## src/core/ibc_regs.vh

```
`ifndef IBC_REGS_VH
`define IBC_REGS_VH

// system clock period
`define IBC_CLK_PERIOD_NS 25

// data hold after a falling clock edge, long and short settings
`define IBC_HOLD_LONG_NS 300
`define IBC_HOLD_SHORT_NS 50
`define IBC_HOLD_LONG_CYC ((`IBC_HOLD_LONG_NS + `IBC_CLK_PERIOD_NS - 1) / `IBC_CLK_PERIOD_NS)
`define IBC_HOLD_SHORT_CYC ((`IBC_HOLD_SHORT_NS + `IBC_CLK_PERIOD_NS - 1) / `IBC_CLK_PERIOD_NS)

// master half bit period
`define IBC_MST_HALF_NS 1250
`define IBC_MST_HALF_CYC (`IBC_MST_HALF_NS / `IBC_CLK_PERIOD_NS)

// top five bits of a 10-bit high address byte
`define IBC_ADDR10_HI 5'h1E

// bit counter marks within a 9-bit segment
`define IBC_BIT_ACK 4'h8
`define IBC_BIT_END 4'h9

`endif

```

## src/core/ibc_bus_logic.v

```verilog
// Behaviour
// - addressed slave holds clock low after a bit until ready to go on
// - master raising clock waits while the line stays low
// - masters track start and stop, no new message while bus busy
// - transmitter comparing data line to its drive loses on first mismatch
// - losing master also releases clock, winner continues untouched
// - lower address wins at address stage, equal addresses arbitrate on
// - transfers are bytes msb first plus one acknowledge bit
// - after eighth falling edge transmitter releases data and samples acknowledge
// - data changes only with clock low, sampled on clock rise
// - enabled i2c mode forces open drain pins, data output tied zero
// - hold select stretches data hold to 300 ns after clock falls
// - flag collision when data samples low while driving or expecting high
// - start is data falling with clock high, bus goes active
// - collision on own start if data already low before pulling it
// - stop needs one clock low period first, else only start seen
// - bus idle when uncontrolled with both lines high, else active; bus_busy here is set only by start and cleared by stop
// - restart resets slave logic like start, ready for address byte
// - 10-bit read needs restart after full match, slave stretches then sends
// - prior match flag held until stop, high write or failed high match
// - slave sends bytes after read request until a byte is not acknowledged, restart or stop
// - 10-bit first byte compared with 11110, two top bits, zero
// - first byte after start compared with address, mismatch goes idle silently
// - 7-bit match ignores least significant bit of received byte
`timescale 1ns/1ps
`include "ibc_regs.vh"
module ibc_bus_logic #(
  parameter [11:0] HALF_CYC = `IBC_MST_HALF_CYC
) (
  input wire sys_clk,
  input wire rst_b,
  input wire port_enable_bit,
  input wire i2c_mode_sel,
  input wire data_hold_select,
  input wire addr_10bit_mode,
  input wire [9:0] slave_address_reg,
  input wire collision_clr,
  input wire scl_in,
  output reg scl_out,
  output reg scl_oe_b,
  input wire sda_in,
  output reg sda_out,
  output reg sda_oe_b,
  output reg pins_open_drain,
  output reg bus_busy,
  output reg start_seen,
  output reg stop_seen,
  output reg bus_collision,
  output reg prior_match,
  output reg slave_addressed,
  output reg slave_read,
  output reg [7:0] rx_data,
  output reg rx_valid,
  input wire rx_ready,
  input wire [7:0] tx_data,
  input wire tx_valid,
  output reg tx_taken,
  input wire mst_go,
  input wire [7:0] mst_data,
  input wire mst_stop,
  output reg mst_busy,
  output reg mst_done,
  output reg mst_nack,
  output reg arb_lost
);

  localparam [2:0] ST_IDLE = 3'h0;
  localparam [2:0] ST_ADDR = 3'h1;
  localparam [2:0] ST_ADDR_LO = 3'h2;
  localparam [2:0] ST_RX = 3'h3;
  localparam [2:0] ST_TX = 3'h4;

  localparam [2:0] M_IDLE = 3'h0;
  localparam [2:0] M_START = 3'h1;
  localparam [2:0] M_LOW = 3'h2;
  localparam [2:0] M_HIGH = 3'h3;
  localparam [2:0] M_STOP1 = 3'h4;
  localparam [2:0] M_STOP2 = 3'h5;

  localparam integer HOLD_LONG_I = `IBC_HOLD_LONG_CYC;
  localparam integer HOLD_SHORT_I = `IBC_HOLD_SHORT_CYC;
  localparam [7:0] HOLD_LONG = HOLD_LONG_I[7:0];
  localparam [7:0] HOLD_SHORT = HOLD_SHORT_I[7:0];

  function hi_hit;
    input [7:0] b;
    input [9:0] a;
    begin
      hi_hit = (b[7:1] == {`IBC_ADDR10_HI, a[9:8]});
    end
  endfunction

  wire en = port_enable_bit & i2c_mode_sel;

  reg [1:0] scl_sy_q;
  reg [1:0] sda_sy_q;
  reg scl_prev_q;
  reg sda_prev_q;
  reg low_seen_q;
  reg [7:0] hold_cnt_q;

  reg [2:0] s_state_q;
  reg [3:0] bit_cnt_q;
  reg [7:0] rx_sh_q;
  reg [7:0] tx_sh_q;
  reg s_low_q;
  reg s_pend_q;
  reg s_nxt_q;
  reg ack_ok_q;
  reg need_load_q;
  reg rx_hold_q;
  reg s_coll_q;
  reg s_hold_q;

  reg [2:0] m_state_q;
  reg [11:0] m_timer_q;
  reg [3:0] m_bit_q;
  reg [7:0] m_sh_q;
  reg m_scl_low_q;
  reg m_sda_low_q;
  reg m_pend_q;
  reg m_nxt_q;
  reg m_pull_q;
  reg m_seen_hi_q;
  reg m_stop_q;
  reg own_q;
  reg go_pend_q;
  reg m_coll_q;

  // first stage feeds only the second
  always @(posedge sys_clk or negedge rst_b) begin
    if (!rst_b) begin
      scl_sy_q <= 2'h3;
      sda_sy_q <= 2'h3;
      scl_prev_q <= 1'b1;
      sda_prev_q <= 1'b1;
    end else begin
      scl_sy_q <= {scl_sy_q[0], scl_in};
      sda_sy_q <= {sda_sy_q[0], sda_in};
      scl_prev_q <= scl_sy_q[1];
      sda_prev_q <= sda_sy_q[1];
    end
  end

  wire scl_s = scl_sy_q[1];
  wire sda_s = sda_sy_q[1];
  wire scl_rise = scl_s & ~scl_prev_q;
  wire scl_fall = ~scl_s & scl_prev_q;
  wire start_det = en & scl_s & scl_prev_q & sda_prev_q & ~sda_s;
  wire stop_det = en & scl_s & scl_prev_q & ~sda_prev_q & sda_s & low_seen_q;

  // bus state follows conditions only while enabled; idle needs a stop with both lines high
  always @(posedge sys_clk or negedge rst_b) begin
    if (!rst_b) begin
      low_seen_q <= 1'b0;
      bus_busy <= 1'b0;
      start_seen <= 1'b0;
      stop_seen <= 1'b0;
    end else begin
      start_seen <= start_det;
      stop_seen <= stop_det;
      if (start_det || stop_det) begin
        low_seen_q <= 1'b0;
      end else if (!scl_s) begin
        low_seen_q <= 1'b1;
      end
      if (!en || stop_det) begin
        bus_busy <= 1'b0;
      end else if (start_det) begin
        bus_busy <= 1'b1;
      end
    end
  end

  // shared hold timer, restarted by any clock fall including our own pull
  wire hold_reload = scl_fall | m_pull_q;
  wire hold_done = (hold_cnt_q == 8'h00) & ~hold_reload;

  always @(posedge sys_clk or negedge rst_b) begin
    if (!rst_b) begin
      hold_cnt_q <= 8'h00;
    end else if (hold_reload) begin
      hold_cnt_q <= data_hold_select ? HOLD_LONG : HOLD_SHORT;
    end else if (hold_cnt_q != 8'h00) begin
      hold_cnt_q <= hold_cnt_q - 8'h01;
    end
  end

  // slave side
  always @(posedge sys_clk or negedge rst_b) begin
    if (!rst_b) begin
      s_state_q <= ST_IDLE;
      bit_cnt_q <= 4'h0;
      rx_sh_q <= 8'h00;
      tx_sh_q <= 8'h00;
      s_low_q <= 1'b0;
      s_pend_q <= 1'b0;
      s_nxt_q <= 1'b0;
      ack_ok_q <= 1'b0;
      need_load_q <= 1'b0;
      rx_hold_q <= 1'b0;
      s_coll_q <= 1'b0;
      s_hold_q <= 1'b0;
      prior_match <= 1'b0;
      slave_read <= 1'b0;
      rx_data <= 8'h00;
      rx_valid <= 1'b0;
      tx_taken <= 1'b0;
    end else begin
      rx_valid <= 1'b0;
      tx_taken <= 1'b0;
      s_coll_q <= 1'b0;
      s_hold_q <= s_pend_q;
      if (s_pend_q && hold_done) begin
        s_low_q <= s_nxt_q;
        s_pend_q <= 1'b0;
      end
      if (!en || stop_det) begin
        s_state_q <= ST_IDLE;
        s_low_q <= 1'b0;
        s_pend_q <= 1'b0;
        need_load_q <= 1'b0;
        rx_hold_q <= 1'b0;
        prior_match <= 1'b0;
      end else if (start_det) begin
        s_state_q <= ST_ADDR;
        bit_cnt_q <= 4'h0;
        s_low_q <= 1'b0;
        s_pend_q <= 1'b0;
        need_load_q <= 1'b0;
        rx_hold_q <= 1'b0;
      end else begin
        if (rx_hold_q && rx_ready) begin
          rx_hold_q <= 1'b0;
        end
        if (need_load_q && tx_valid) begin
          need_load_q <= 1'b0;
          tx_taken <= 1'b1;
          s_nxt_q <= ~tx_data[7];
          s_pend_q <= 1'b1;
          tx_sh_q <= {tx_data[6:0], 1'b0};
        end
        if (scl_rise && s_state_q != ST_IDLE) begin
          if (bit_cnt_q < `IBC_BIT_ACK) begin
            rx_sh_q <= {rx_sh_q[6:0], sda_s};
          end
          if (bit_cnt_q == `IBC_BIT_ACK) begin
            ack_ok_q <= ~sda_s;
          end
          bit_cnt_q <= bit_cnt_q + 4'h1;
          if (bit_cnt_q < `IBC_BIT_ACK && s_state_q == ST_TX && !s_low_q && !sda_s) begin
            s_coll_q <= 1'b1;
            s_state_q <= ST_IDLE;
            s_low_q <= 1'b0;
            s_pend_q <= 1'b0;
          end
        end
        if (scl_fall && s_state_q != ST_IDLE) begin
          if (bit_cnt_q == `IBC_BIT_ACK) begin
            s_pend_q <= 1'b1;
            s_nxt_q <= 1'b1;
            case (s_state_q)
              ST_ADDR: begin
                if (addr_10bit_mode) begin
                  if (hi_hit(rx_sh_q, slave_address_reg) && !rx_sh_q[0]) begin
                    s_state_q <= ST_ADDR_LO;
                    prior_match <= 1'b0;
                  end else if (hi_hit(rx_sh_q, slave_address_reg) && prior_match) begin
                    s_state_q <= ST_TX;
                    slave_read <= 1'b1;
                  end else begin
                    s_state_q <= ST_IDLE;
                    s_pend_q <= 1'b0;
                    prior_match <= 1'b0;
                  end
                end else if (rx_sh_q[7:1] == slave_address_reg[6:0]) begin
                  slave_read <= rx_sh_q[0];
                  s_state_q <= rx_sh_q[0] ? ST_TX : ST_RX;
                end else begin
                  s_state_q <= ST_IDLE;
                  s_pend_q <= 1'b0;
                end
              end
              ST_ADDR_LO: begin
                if (rx_sh_q == slave_address_reg[7:0]) begin
                  s_state_q <= ST_RX;
                  slave_read <= 1'b0;
                  prior_match <= 1'b1;
                end else begin
                  s_state_q <= ST_IDLE;
                  s_pend_q <= 1'b0;
                end
              end
              ST_RX: begin
                rx_data <= rx_sh_q;
                rx_valid <= 1'b1;
              end
              ST_TX: begin
                s_nxt_q <= 1'b0;
              end
              default: begin
                s_state_q <= ST_IDLE;
              end
            endcase
          end else if (bit_cnt_q == `IBC_BIT_END) begin
            bit_cnt_q <= 4'h0;
            s_nxt_q <= 1'b0;
            s_pend_q <= 1'b1;
            if (s_state_q == ST_TX) begin
              if (ack_ok_q) begin
                need_load_q <= 1'b1;
              end else begin
                s_state_q <= ST_IDLE;
              end
            end else if (s_state_q == ST_RX && !rx_ready) begin
              rx_hold_q <= 1'b1;
            end
          end else if (s_state_q == ST_TX && bit_cnt_q != 4'h0) begin
            s_nxt_q <= ~tx_sh_q[7];
            s_pend_q <= 1'b1;
            tx_sh_q <= {tx_sh_q[6:0], 1'b0};
          end
        end
      end
    end
  end

  // master side; the clock edge we make is also seen back through the pin
  always @(posedge sys_clk or negedge rst_b) begin
    if (!rst_b) begin
      m_state_q <= M_IDLE;
      m_timer_q <= 12'h000;
      m_bit_q <= 4'h0;
      m_sh_q <= 8'h00;
      m_scl_low_q <= 1'b0;
      m_sda_low_q <= 1'b0;
      m_pend_q <= 1'b0;
      m_nxt_q <= 1'b0;
      m_pull_q <= 1'b0;
      m_seen_hi_q <= 1'b0;
      m_stop_q <= 1'b0;
      own_q <= 1'b0;
      go_pend_q <= 1'b0;
      m_coll_q <= 1'b0;
      mst_done <= 1'b0;
      mst_nack <= 1'b0;
      arb_lost <= 1'b0;
    end else begin
      mst_done <= 1'b0;
      m_pull_q <= 1'b0;
      m_coll_q <= 1'b0;
      arb_lost <= 1'b0;
      if (m_pend_q && hold_done) begin
        m_sda_low_q <= m_nxt_q;
        m_pend_q <= 1'b0;
      end
      if (m_timer_q != 12'h000) begin
        m_timer_q <= m_timer_q - 12'h001;
      end
      if (!en) begin
        m_state_q <= M_IDLE;
        m_scl_low_q <= 1'b0;
        m_sda_low_q <= 1'b0;
        m_pend_q <= 1'b0;
        own_q <= 1'b0;
        go_pend_q <= 1'b0;
      end else begin
        case (m_state_q)
          M_IDLE: begin
            if (mst_go && !go_pend_q) begin
              go_pend_q <= 1'b1;
              m_sh_q <= mst_data;
              m_stop_q <= mst_stop;
            end
            if (go_pend_q) begin
              if (own_q) begin
                go_pend_q <= 1'b0;
                m_bit_q <= 4'h0;
                m_nxt_q <= ~m_sh_q[7];
                m_pend_q <= 1'b1;
                m_pull_q <= 1'b1;
                m_timer_q <= HALF_CYC;
                m_state_q <= M_LOW;
              end else if (!bus_busy && scl_s && sda_s) begin
                go_pend_q <= 1'b0;
                m_sda_low_q <= 1'b1;
                own_q <= 1'b1;
                m_timer_q <= HALF_CYC;
                m_state_q <= M_START;
              end else if (!bus_busy && scl_s && !sda_s) begin
                go_pend_q <= 1'b0;
                m_coll_q <= 1'b1;
                arb_lost <= 1'b1;
              end
            end
          end
          M_START: begin
            if (m_timer_q == 12'h000) begin
              m_scl_low_q <= 1'b1;
              m_pull_q <= 1'b1;
              m_bit_q <= 4'h0;
              m_nxt_q <= ~m_sh_q[7];
              m_pend_q <= 1'b1;
              m_timer_q <= HALF_CYC;
              m_state_q <= M_LOW;
            end
          end
          M_LOW: begin
            if (m_timer_q == 12'h000 && !m_pend_q) begin
              m_scl_low_q <= 1'b0;
              m_seen_hi_q <= 1'b0;
              m_state_q <= M_HIGH;
            end
          end
          M_HIGH: begin
            if (!m_seen_hi_q) begin
              if (scl_s) begin
                m_seen_hi_q <= 1'b1;
                m_timer_q <= HALF_CYC;
                if (m_bit_q < `IBC_BIT_ACK && !m_sda_low_q && !sda_s) begin
                  m_scl_low_q <= 1'b0;
                  m_sda_low_q <= 1'b0;
                  m_pend_q <= 1'b0;
                  own_q <= 1'b0;
                  arb_lost <= 1'b1;
                  m_coll_q <= 1'b1;
                  m_state_q <= M_IDLE;
                end else if (m_bit_q == `IBC_BIT_ACK) begin
                  mst_nack <= sda_s;
                end
              end
            end else if (m_timer_q == 12'h000) begin
              m_scl_low_q <= 1'b1;
              m_pull_q <= 1'b1;
              if (m_bit_q == `IBC_BIT_ACK) begin
                mst_done <= 1'b1;
                if (m_stop_q) begin
                  m_nxt_q <= 1'b1;
                  m_pend_q <= 1'b1;
                  m_timer_q <= HALF_CYC;
                  m_state_q <= M_STOP1;
                end else begin
                  m_state_q <= M_IDLE;
                end
              end else begin
                m_bit_q <= m_bit_q + 4'h1;
                m_nxt_q <= (m_bit_q == 4'h7) ? 1'b0 : ~m_sh_q[6];
                m_sh_q <= {m_sh_q[6:0], 1'b0};
                m_pend_q <= 1'b1;
                m_timer_q <= HALF_CYC;
                m_state_q <= M_LOW;
              end
            end
          end
          M_STOP1: begin
            if (m_timer_q == 12'h000 && !m_pend_q) begin
              m_scl_low_q <= 1'b0;
              m_seen_hi_q <= 1'b0;
              m_state_q <= M_STOP2;
            end
          end
          M_STOP2: begin
            if (!m_seen_hi_q) begin
              if (scl_s) begin
                m_seen_hi_q <= 1'b1;
                m_timer_q <= HALF_CYC;
              end
            end else if (m_timer_q == 12'h000) begin
              m_sda_low_q <= 1'b0;
              own_q <= 1'b0;
              m_state_q <= M_IDLE;
            end
          end
          default: begin
            m_state_q <= M_IDLE;
          end
        endcase
      end
    end
  end

  // slave keeps clock low until its new bit is on the pin, else a false start
  wire s_stretch = rx_hold_q | need_load_q | s_pend_q | s_hold_q;

  // pins and status; outputs all registered, set of collision beats clear
  always @(posedge sys_clk or negedge rst_b) begin
    if (!rst_b) begin
      scl_out <= 1'b0;
      sda_out <= 1'b0;
      scl_oe_b <= 1'b1;
      sda_oe_b <= 1'b1;
      pins_open_drain <= 1'b0;
      bus_collision <= 1'b0;
      slave_addressed <= 1'b0;
      mst_busy <= 1'b0;
    end else begin
      scl_out <= 1'b0;
      sda_out <= 1'b0;
      pins_open_drain <= en;
      scl_oe_b <= ~(en & (m_scl_low_q | s_stretch));
      sda_oe_b <= ~(en & (s_low_q | m_sda_low_q));
      if (s_coll_q || m_coll_q) begin
        bus_collision <= 1'b1;
      end else if (collision_clr) begin
        bus_collision <= 1'b0;
      end
      slave_addressed <= (s_state_q == ST_RX) || (s_state_q == ST_TX);
      mst_busy <= go_pend_q | (m_state_q != M_IDLE) | mst_go;
    end
  end

endmodule

```

## config.mk

```make
export PLATFORM = sky130hd
export DESIGN_NAME = ibc_bus_logic
export DESIGN_NICKNAME = d
export VERILOG_FILES = /design/src/core/ibc_bus_logic.v
export VERILOG_INCLUDE_DIRS = /design/src /design/src/core
export SDC_FILE = /design/constraint.sdc
export NUM_CORES = 1
export LEC_CHECK = 0
export BUFFER_PORTS_ARGS = -buffer_cell sky130_fd_sc_hd__buf_2
export CORE_MARGIN = 4
export CORE_UTILIZATION = 50
export CTS_CLUSTER_SIZE = 24
export DETAILED_ROUTE_END_ITERATION = 12
export MAX_ROUTING_LAYER = met4
export PLACE_DENSITY = 0.72
export SYNTH_ARGS = -nofsm -noshare
export SYNTH_HDL_FRONTEND = slang
export SYNTH_SLANG_ARGS = --single-unit
```

## constraint.sdc

```tcl
create_clock -name sys_clk -period 2.1 [get_ports sys_clk]
set_input_delay 0.42 -clock sys_clk [delete_from_list [all_inputs] [get_ports sys_clk]]
set_output_delay 0.42 -clock sys_clk [all_outputs]
set_load 0.005 [all_outputs]
```

; Yosys cells after proc, flatten, opt, wreduce, memory -nomap -nowiden
; Cells that the tools add are included.
[word_totals]
elab_cells = 433
output_inout_bits = 26
reg_bits = 106
inputBits = 39
[op_classes]
n_bitwise = 36
add_sub_neg = 4
reduce_logical = 69
eq_ne = 51
magnitude_cmp = 2
mux = 223
[ops]
columns = cell, count
row1 = 2-to-1 mux 12 bit, 12
row2 = 2-to-1 mux 1 bit, 142
row3 = 2-to-1 mux 8 bit, 11
row4 = 2-to-1 mux 3 bit, 29
row5 = 2-to-1 mux 4 bit, 12
row6 = case mux 12 bit (4 select lines), 1
row7 = "inequality test 3 bit, second input constant", 15
row8 = logical AND 1 bit, 20
row9 = "inequality test 4 bit, second input constant", 5
row10 = case mux 1 bit (3 select lines), 6
row11 = case mux 3 bit (6 select lines), 1
row12 = "inequality test 2 bit, second input constant", 8
row13 = case mux 8 bit (2 select lines), 1
row14 = AND reduction 8 bit, 2
row15 = nonzero test 2 bit, 8
row16 = inverter 1 bit, 15
row17 = equality test 7 bit, 2
row18 = AND reduction 7 bit, 2
row19 = AND 1 bit, 13
row20 = "equality test 3 x 2 -> 1 bit, second input constant", 4
row21 = "equality test 4 bit, second input constant", 3
row22 = zero test 12 bit, 1
row23 = case mux 4 bit (3 select lines), 1
row24 = AND reduction 4 bit, 3
row25 = 31 further kinds, 68

; Longest topological paths before layout
; Gate-level depths: netlist (run 1).
[logic_depth]
depth_word = 16
ltp_mapped = 12
ltp_nobuf = 10

; Least setup slack after synthesis (run 1)
; No wires, ideal clock.
[synth_timing]
kind = register -> register
start = register bit_cnt_q[0]
end = register rx_data[0]
period_less_slack_ns = 1.994
path_buffers = 0
path_stages_with_launch = 7
setup_slack_ns = 0.106
required_time_ns = 1.975
setup_time_ns = 0.125
arrival_ns = 1.870
cell_sequence = dfrtp_1 inv_1 ha_1 and3b_1 nand3_1 nor3_4 mux2_2
[synth_between]
elab_chain_len = 2
[synth_lines]
columns = item, line_no
row1 = start: declaration, ibc_bus_logic.v:103  ; reg [3:0] bit_cnt_q;
row2 = start signal: assignment, ibc_bus_logic.v:250  ; bit_cnt_q <= bit_cnt_q + 4'h1;
row3 = equality test 4 bit (no line), --
row4 = AND reduction 5 bit (no line), --
row5 = end signal: assignment, ibc_bus_logic.v:295  ; rx_data <= rx_sh_q;
row6 = end: declaration, ibc_bus_logic.v:52  ; output reg [7:0] rx_data,
; Every way passes these cells.
; A chain may end at the register's enable or synchronous reset.

; Worst setup path after layout (run 1)
[layout_timing]
start = register scl_prev_q
end = register tx_sh_q[4]
[layout_between]
elab_chain_len = 7
elab_cells_between_ends = 13
cone_classes = mux (1) / bitwise (9) / reduce/logical (3)
[layout_lines]
columns = item, line_no
row1 = start: declaration, ibc_bus_logic.v:97  ; reg scl_prev_q;
row2 = start signal: assignment, ibc_bus_logic.v:140  ; scl_prev_q <= scl_sy_q[1];
row3 = AND 1 bit, "ibc_bus_logic.v:149, ibc_bus_logic.v:150"
row4 = AND 1 bit (3 in a row), ibc_bus_logic.v:150  ; wire stop_det = en & scl_s & scl_prev_q & ~sda_prev_q & sda_s & low_seen_q;
row5 = logical OR 1 bit, ibc_bus_logic.v:218  ; if (!en || stop_det) begin
row6 = inverter 1 bit (no line), --
row7 = AND reduction 2 bit (no line), --
row8 = end signal: assignment, ibc_bus_logic.v:241  ; tx_sh_q <= {tx_data[6:0], 1'b0};
row9 = end signal: assignment, ibc_bus_logic.v:321  ; tx_sh_q <= {tx_sh_q[6:0], 1'b0};
row10 = end: declaration, ibc_bus_logic.v:105  ; reg [7:0] tx_sh_q;
; Parallel ways exist; a longest one is shown, timed or not.

==> results of run 1 <==
power by group:
group | total [uW] | switching [uW] | leakage, uW | internal [uW]
clock | 1770 | 818 | 0.000146 | 948
sequential | 2510 | 233 | 0.00137 | 2270
combinational | 1040 | 547 | 0.00167 | 491
total | 5310 | 1600 | 0.00319 | 3710
logic make-up after synthesis:
| group | Yosys count |
|---|---|
| and+or+nand+nor | 244 |
| xor gates and xnor gates | 32 |
| DFF | 106 |
| AOI/OAI and AO/OA | 128 |
| muxes | 32 |
| buffers and inverters | 57 |
| adders and majority gates | 11 |
| other | 1 |
path summary, 6_finish.rpt:
check	start	to	cells after the start	slack (ns)
setup / recovery	scl_prev_q	tx_sh_q[4]	5	0.08
hold / removal	rst_b	m_bit_q[1]	1	0.07
hold reg to reg	sda_sy_q[0]	sda_sy_q[1]	0	0.36
min in group sys_clk	sda_in	sda_sy_q[0]	1	0.16
setup reg to reg	scl_prev_q	tx_sh_q[4]	5	0.08
max in group asynchronous	rst_b	scl_prev_q	2	1.39
state kept, by name (all words and copies together) (netlist names), 2 cells and up:
signal	count
m_timer_q	12
sda_sy_q	2
scl_sy_q	2
m_bit_q	4
rx_sh_q	8
s_state_q	3
m_sh_q	8
tx_sh_q	8
rx_data	8
m_state_q	3
bit_cnt_q	4
hold_cnt_q	8
area by class of cell:
class	count	area [um^2]
tap	143	179
clock buffer	9	225
inverter	27	106
timing repair buffer	107	688
clock inverter	7	85.1
fill	935	4530
multi-input combinational	449	2990
sequential	106	2660
metal layers:
metal	track usage [%]	up-vias
li1	-	2370
met1	31.4	2371
met2	34.4	187
met3	3.89	36
met4	9.74	0
met5	-	-
worst max-delay path, stage by stage, from the launching register on:
cell       delay, ns
dfstp_2         0.56
and2b_1         0.28
nand2_1         0.14
or3_4           0.46
a21oi_4         0.28
a2bb2oi_1       0.21
what timing repair did:
action,4_1_cts,5_1_grt
hold endpoints to repair,0,0
pin swaps,0,3
buffers inserted,0,4
gates resized for setup,4,10
setup endpoints to repair,6,46
cell usage in the layout, fill, tap and decap left out, types with 4 or more instances in the layout:
cell,Yosys,layout
a2bb2oi_1,9,9
nand2b_1,17,17
nor2b_1,7,7
mux2i_1,7,7
clkbuf_16,0,9
o31ai_1,8,7
dfrtp_1,98,98
xor2_1,12,12
xnor2_1,20,20
nand2_1,63,63
buf_2,6,61
nor2_1,55,53
nand3_1,17,16
a31oi_1,5,5
a21oi_1,23,23
o22ai_1,10,10
nand3b_1,7,7
buf_4,3,43
nor3_1,19,18
or4_1,4,4
or3_1,9,8
nor4_1,7,7
ha_1,10,9
mux2_2,23,23
nand4_1,13,13
o211ai_1,6,6
dfstp_2,8,8
inv_1,25,23
o21ai_0,32,32
through the flow:
stage / hold slack, ns / utilization, % / power (uW) / cell area, um^2
3_3_place_gp: 0.346 / 57.2 / 3440 / 6560
3_5_place_dp: 0.347 / 57.2 / 3500 / 6560
5_1_grt: 0.102 / 60.5 / 5600 / 6940
4_1_cts: 0.0792 / 60.0 / 5270 / 6880
2_1_floorplan: 0.124 / - / 3180 / 5860
6_report: 0.0678 / 60.5 / 5310 / 6940
==> qor.csv, run 1 <==
metric,value,unit
largest net degree at the start of global routing,44,
post-synth cell types,77,
Final #Nets,749,
leading area contributor after synthesis,dfrtp_1,
antenna-violating nets left,0,
final hold viol count,0,
met2 routed WL,6.57,mm
Post-synth EDFFs,0,
Die Footprint,13500,um^2
antenna violations before repair,0,
yosys warns,0,
post-synthesis simple-gate area fraction,22.1,%
"FFs w/ async S/R, synth",100,%
top layer in use,met4,
Max-cap violations,0,
Met3 Wirelength,872,um
Setup CP Type,reg2reg,
drt wl/cell,17.0,um
# port buffers,62,
Post-Synth Adder-Cell Area,2.31,%
XOR/XNOR Fraction of Synth Area,4.78,%
gr usage total,23.1,%
Post-synth top flop,dfrtp_1,
count of pins over their slew limit,0,
"Req. time, crit path",2.37,ns
post-synthesis compound-gate area fraction,14.9,%
Initial Util,51.1,%
Post-Syn Instances,611,
"top cells by area, synth","dfrtp_1 (42%), mux2_2 (4.4%), nand2_1 (4.0%), dfstp_2 (3.6%), nor2_1 (3.5%)",
cell area after synthesis,5860,um^2
drt pass-1 iters,5,
Die X,116,um
fraction of layout cells with a size suffix above 1,26.1,%
min Tclk post-route,2.02,ns
Worst setup EP type,flop,
power per standard cell area,766,nW/um^2
DIE HEIGHT,116,um
Hold Crit Class,in2async,
drt total wl,14.4,mm
"non-filler cells, final",848,
mux cell area share after synthesis,6.13,%
Worst VDD drop,0.000569,V
max_slew headroom,43.6,%
final critical-path share of the clock period,96.3,%
largest fanout on the critical path,9,
Clock Path Buffers,2,
overflow left after global routing,0,
"CTS clk-pin slew, worst paths",0.08,ns
cell with the most instances after synthesis,dfrtp_1,
main combinational cell family by area after synthesis,simple AND/OR/NAND/NOR gates,
via total after detailed routing,4964,
area fraction of the dominant cell type after synthesis,41.8,%
crit path launch type,flop,
clock skew,0.00919,ns
n_diodes,0,
count of final setup violators,0,
wire length on met1,6.54,mm
cell leakage power,0.00319,uW
root buffer cell,clkbuf_16,
outcome,"complete, no violations",
Arrival @ worst endpoint,2.29,ns
area delta synth->final,18.4,%
clk_lat worst skew,0.36,ns
Vias per Instance,5.85,
register area share after synthesis,45.4,%
post-route setup slack,0.0775,ns
DP Cell Count,828,
first-pass GRT wire length,24.0,mm
# clock sinks,106,
CTS tree,done,
CTS HTree Levels,3,
row count,39,
Yosys reg bits,106,
post-DP HPWL,10.5,mm
core area,11500,um^2
syn_area_per_cell,9.59,um^2
Top Ports,65,
most instantiated cells after synthesis,"dfrtp_1 (98), nand2_1 (63), nor2_1 (55)",
placer congestion estimate,0.970,
Fmax,494,MHz
post-route setup TNS,0,ns
Place WS,-0.00702,ns
# hold bufs at CTS,0,
number of remaining DRC errors,0,
transition time at the pin with the least slew margin,0.843,ns
vias in the first global route,4900,
Num CTS Buffers,9,
Starting DRT DRC Count,412,
Power figures use the tool's default switching activity.
==> run 2, diff against run 1 <==
--- a/config.mk
+++ b/config.mk
@@ -7,6 +7,7 @@
 export NUM_CORES = 1
 export LEC_CHECK = 0
 export BUFFER_PORTS_ARGS = -buffer_cell sky130_fd_sc_hd__buf_2
+export CORE_ASPECT_RATIO = 1.75
 export CORE_MARGIN = 4
 export CORE_UTILIZATION = 50
 export CTS_CLUSTER_SIZE = 24
==> run 2 against run 1 <==
Effect of this change:
- first-iteration DRC count down 6.1%
- combinational power is essentially flat
- maximum frequency shrank 1.3%
- global-route usage rose by 0.34 points
- critical endpoint is now m_state_q[2]
- non-clock buffer count unchanged
- largest cell class unchanged
==> qor.csv, run 2 (synthesized netlist as in run 1, its figures left out) <==
metric,value,unit
outcome,"complete, no violations",
Critical Path Start,scl_sy_q[1],
Vias per Instance,6.08,
number of remaining DRC errors,0,
Die X,89.8,um
count of final setup violators,0,
vias in the first global route,5147,
drt total wl,15.3,mm
antenna-violating nets left,0,
final critical-path share of the clock period,97.6,%
transition time at the pin with the least slew margin,0.796,ns
"Req. time, crit path",2.35,ns
Setup CP Type,reg2reg,
gr usage total,23.5,%
DIE HEIGHT,151,um
drt wl/cell,18.2,um
post-route setup slack,0.0507,ns
first-pass GRT wire length,25.0,mm
post-route setup TNS,0,ns
drt pass-1 iters,5,
overflow left after global routing,0,
Reg2Reg Depth,4,
Worst setup EP type,flop,
Top Ports,65,
core area,11500,um^2
Place WS,-0.0252,ns
n_diodes,0,
Initial Util,50.9,%
Hold Crit Class,in2async,
largest fanout on the critical path,10,
area delta synth->final,18.0,%
CTS tree,done,
crit path launch type,flop,
min Tclk post-route,2.05,ns
fraction of layout cells with a size suffix above 1,25.5,%
# hold bufs at CTS,0,
clk_lat worst skew,0.35,ns
via total after detailed routing,5107,
worst hold margin,0.0147,ns
count of pins over their slew limit,0,
# clock sinks,106,
max_slew headroom,46.7,%
Worst R2R End,m_state_q[2],
cell leakage power,0.00319,uW
"setup slack, reg-to-reg",0.05,ns
Die Footprint,13600,um^2
final hold viol count,0,
Starting DRT DRC Count,387,
Tot Pwr,5270,uW
Critical R2R Launch,scl_sy_q[1],
"most common cell after layout, fill and taps aside",dfrtp_1,
Final #Nets,749,
CTS HTree Levels,3,
Num CTS Buffers,9,
Max-cap violations,0,
Worst VDD drop,0.000527,V
Fmax,488,MHz
antenna violations before repair,0,
Clock Path Buffers,2,
Arrival @ worst endpoint,2.30,ns
# port buffers,62,
power per standard cell area,761,nW/um^2
largest net degree at the start of global routing,43,
clock skew,0.00780,ns
max FFs per register,12,
"commonest non-fill, non-tap cells in the layout","dfrtp_1 (98), nand2_1 (63), buf_2 (61)",
fillers,970,
"CTS clk-pin slew, worst paths",0.07,ns
placer congestion estimate,0.972,
row count,52,
root buffer cell,clkbuf_16,
post-DP HPWL,11.5,mm
"Most flops, register",m_timer_q,
run 2: critical path, stage by stage (launching register included):
cell and delay, ns:
dfstp_2 0.65, or4b_4 0.51, o221ai_1 0.29, o22ai_1 0.22, o31ai_1 0.28
run 2: how the worst max path moves through the flow:
stage | to | slack, ns | cells past startpoint
2_1_floorplan | rx_data[0] | 0.11 | 6
3_3_place_gp | tx_sh_q[7] | 0.06 | 5
3_5_place_dp | m_sh_q[6] | -0.03 | 8
4_1_cts | m_pend_q | 0.06 | 5
5_1_grt | s_pend_q | -0.01 | 7
6_report | m_state_q[2] | 0.05 | 4
run 2: metrics by stage:
stage | utilization [%] | std cells | instance area (um^2)
floorplan | - | 612 | 5860
global placement | 57.0 | 821 | 6570
detailed placement | 57.0 | 821 | 6570
CTS | 59.7 | 837 | 6880
global route | 60.1 | 840 | 6920
finish | 60.1 | 840 | 6920
run 2: repair_timing:
action / in CTS / in global routing
endpoints found under the setup margin: 9 / 22
gates cloned: 0 / 0
pin swaps: 0 / 3
gates resized for setup: 4 / 7
setup buffers: 0 / 3
run 2: final cells by class:
type	instances	area (um^2)	area share (%)
clock buffer	10	229	3.31
clock inverter	6	73.8	1.07
inverter	27	106	1.54
multi-input combinational	449	2970	43.0
sequential	106	2660	38.5
tap	135	169	2.44
timing repair buffer	107	701	10.1
run 2: report_power, final:
part | switching [uW] | internal, uW | leakage, uW
sequential | 244 | 2270 | 0.00137
combinational | 557 | 480 | 0.00168
clock | 772 | 940 | 0.000141
run 2: per-layer routing:
layer | track usage [%] | up-vias | wire length (um)
met5 | - | - | 0
met4 | 12.7 | 0 | 701
met3 | 3.88 | 63 | 800
met2 | 42.0 | 226 | 8090
met1 | 24.8 | 2454 | 5680
li1 | - | 2364 | -
==> run 3, diff against run 2 <==
--- a/config.mk
+++ b/config.mk
@@ -6,6 +6,7 @@
 export SDC_FILE = /design/constraint.sdc
 export NUM_CORES = 1
 export LEC_CHECK = 0
+export ABC_AREA = 1
 export BUFFER_PORTS_ARGS = -buffer_cell sky130_fd_sc_hd__buf_2
 export CORE_ASPECT_RATIO = 1.75
 export CORE_MARGIN = 4
==> run 3 against run 2 <==
Effect of this change:
- routed wire length shrank 0.37%
- largest power group unchanged
- global-route usage decreased by 0.70 points
- synthesized cell count increased by 30%
- clock-buffer cell count unchanged
==> qor.csv, run 3 <==
metric,value,unit
n_diodes,0,
Top Ports,65,
Int Power,3910,uW
largest fanout on the critical path,8,
largest net degree at the start of global routing,107,
Starting DRT DRC Count,258,
fraction of layout cells with a size suffix above 1,18.5,%
Vias per Instance,5.27,
"setup slack, reg-to-reg",0.17,ns
Worst setup EP type,flop,
yosys warns,0,
CTS HTree Levels,3,
count of final setup violators,0,
Place WS,0.135,ns
number of remaining DRC errors,0,
max FFs per register,12,
"Most flops, register",m_timer_q,
cell area after synthesis,6160,um^2
met2 usage,43.2,%
row count,53,
via total after detailed routing,5460,
CP Cell Sequence,inv_2 > nand2_1 > inv_2 > nor2_4 > inv_1 > nor2_4 > o21ai_0 > nand2_1 > nand2_1 > nand2_1 > a21oi_1,
Post-synth top flop,dfrtp_1,
Flop pwr share,44.2,%
# hold bufs at CTS,0,
Num CTS Buffers,9,
crit-path max cell delay,0.60,ns
vias in the first global route,5357,
Clock Power Share,29.9,%
Worst VDD drop,0.000470,V
Die X,91.9,um
"top cells by area, synth","dfrtp_1 (40%), nand2_1 (11%), inv_1 (6.3%), nand3_1 (4.8%), nor2_1 (4.6%)",
critical path's slowest cell,dfstp_2,
Critical Path Start,scl_sy_q[1],
Arrival @ worst endpoint,2.15,ns
count of pins over their slew limit,0,
cell leakage power,0.00357,uW
"non-filler cells, final",1037,
root buffer cell,clkbuf_16,
"most common cell after layout, fill and taps aside",nand2_1,
Comb power frac,25.9,%
final hold viol count,0,
power per standard cell area,839,nW/um^2
clock skew,0.00489,ns
Psw,1990,uW
crit path launch type,flop,
switch share,33.8,%
GR peak layer,met2,
# port buffers,62,
GRT met1 Usage,23.1,%
most instantiated cells after synthesis,"nand2_1 (186), inv_1 (103), dfrtp_1 (98)",
drt wl/cell,14.7,um
outcome,"complete, no violations",
"FFs w/ async S/R, synth",100,%
Final #Nets,916,
CTS tree,done,
first-pass GRT wire length,25.3,mm
RSZ-0062 raised after global routing,true,
Post-Syn Instances,793,
Max-cap violations,0,
final critical-path share of the clock period,92.0,%
post-route setup slack,0.168,ns
post-synth cell types,52,
placer congestion estimate,1.05,
leading area contributor after synthesis,dfrtp_1,
overflow left after global routing,0,
drt pass-1 iters,5,
Fmax,518,MHz
post-DP HPWL,11.6,mm
antenna violations before repair,0,
Yosys reg bits,106,
antenna-violating nets left,0,
Worst Path Buf+Inv,3,
area delta synth->final,14.2,%
syn_area_per_cell,7.77,um^2
"Req. time, crit path",2.31,ns
Critical R2R Launch,scl_sy_q[1],
min Tclk post-route,1.93,ns
transition time at the pin with the least slew margin,0.627,ns
max_slew headroom,58.2,%
Die Footprint,14200,um^2
area fraction of the dominant cell type after synthesis,39.8,%
drt total wl,15.2,mm
clk_lat worst skew,0.35,ns
Post-synth EDFFs,0,
final design utilization,58.3,%
"commonest non-fill, non-tap cells in the layout","nand2_1 (186), inv_1 (103), dfrtp_1 (98)",
met3 GRT Util,3.05,%
core area,12100,um^2
DP Cell Count,1020,
Clock Path Buffers,2,
register area share after synthesis,43.2,%
Worst path top cell family by delay,simple AND/OR/NAND/NOR gates,
Initial Util,51.1,%
CP dominant cell by count,nand2_1,
DIE HEIGHT,155,um
cell with the most instances after synthesis,nand2_1,
# clock sinks,106,
"CTS clk-pin slew, worst paths",0.07,ns
Setup CP Type,reg2reg,
Hold Crit Class,in2async,
gr usage total,22.8,%
[run 3: changes by cell type after synthesis, sizes merged, moves of 15 or more]
| cell | delta |
|---|---|
| xnor2 | -15 |
| clkbuf | -15 |
| nand3 | +46 |
| inv | +94 |
| nand2 | +130 |
| o21ai | +48 |
| nor2 | +33 |
| nand2b | -17 |
| mux2 | -24 |
[run 3: layout make-up]
type                    instances  area (um^2)
fillers                      1149         5030
multi-input cells             555         2970
flip-flops and latches        106         2660
inverters                     120          453
repair buffers                 75          435
clock buffers                  10          239
well taps                     165          206
clock inverters                 6         72.6
[run 3: stage by stage]
step                hold slack (ns)  instance area (um^2)  TNS (ns)  total power (uW)
detailed placement            0.348                  6700         0              4150
global route                  0.160                  7030  -0.00563              6310
CTS                           0.164                  7010         0              5930
global placement              0.347                  6700         0              4120
finish                       0.0757                  7030         0              5900
floorplan                     0.124                  6170         0              3720
[run 3: repair_timing]
action	4_1_cts	5_1_grt
setup buffers	0	1
setup endpoints to repair	0	6
gates resized for setup	0	1
[run 3: final timing paths]
path / depth (start not counted) / endpoint
worst max-delay path: 11 / s_pend_q
worst min-delay path: 2 / rx_sh_q[7]
worst max register to register: 11 / s_pend_q
worst min register to register: 0 / sda_sy_q[1]
max in group asynchronous: 2 / rx_data[6]
min in group sys_clk: 1 / sda_sy_q[0]
[run 3: kinds of logic (layout without fill, tap and decap cells)]
logic type,count (synthesis),after routing,synth area share (%)
adders and majority gates,10,10,2.03
other,1,2,0.0609
and+or+nand+nor,380,380,28.5
AOI/OAI and AO/OA,141,141,14.1
xor gates and xnor gates,14,14,1.99
DFF,106,106,43.2
muxes,8,8,1.32
buffers and inverters,133,211,8.85
[run 3: power groups by stage]
stage	Sequential (uW)	Clock, uW	Combinational (uW)
final	2610	1770	1530
after global routing	2650	1890	1760
after CTS	2610	1800	1530
after detailed placement	2640	0	1510
after global placement	2640	0	1480
after floorplan	2580	0	1130
[run 3: worst register-to-register path: cells and delay by family, from the launching register on]
kind,cells,cell delay [ns]
AND/OR/NAND/NOR,6,0.74
flip-flops,1,0.60
AO/OA/AOI/OAI,2,0.16
buffers and inverters,3,0.28
[run 3: routing by layer]
layer | wire (um) | up-vias | share of wire, %
met5 | 0 | - | 0
met4 | 531 | 0 | 3.5
met3 | 549 | 38 | 3.6
met2 | 8590 | 146 | 56
met1 | 5540 | 2552 | 36
li1 | - | 2724 | -
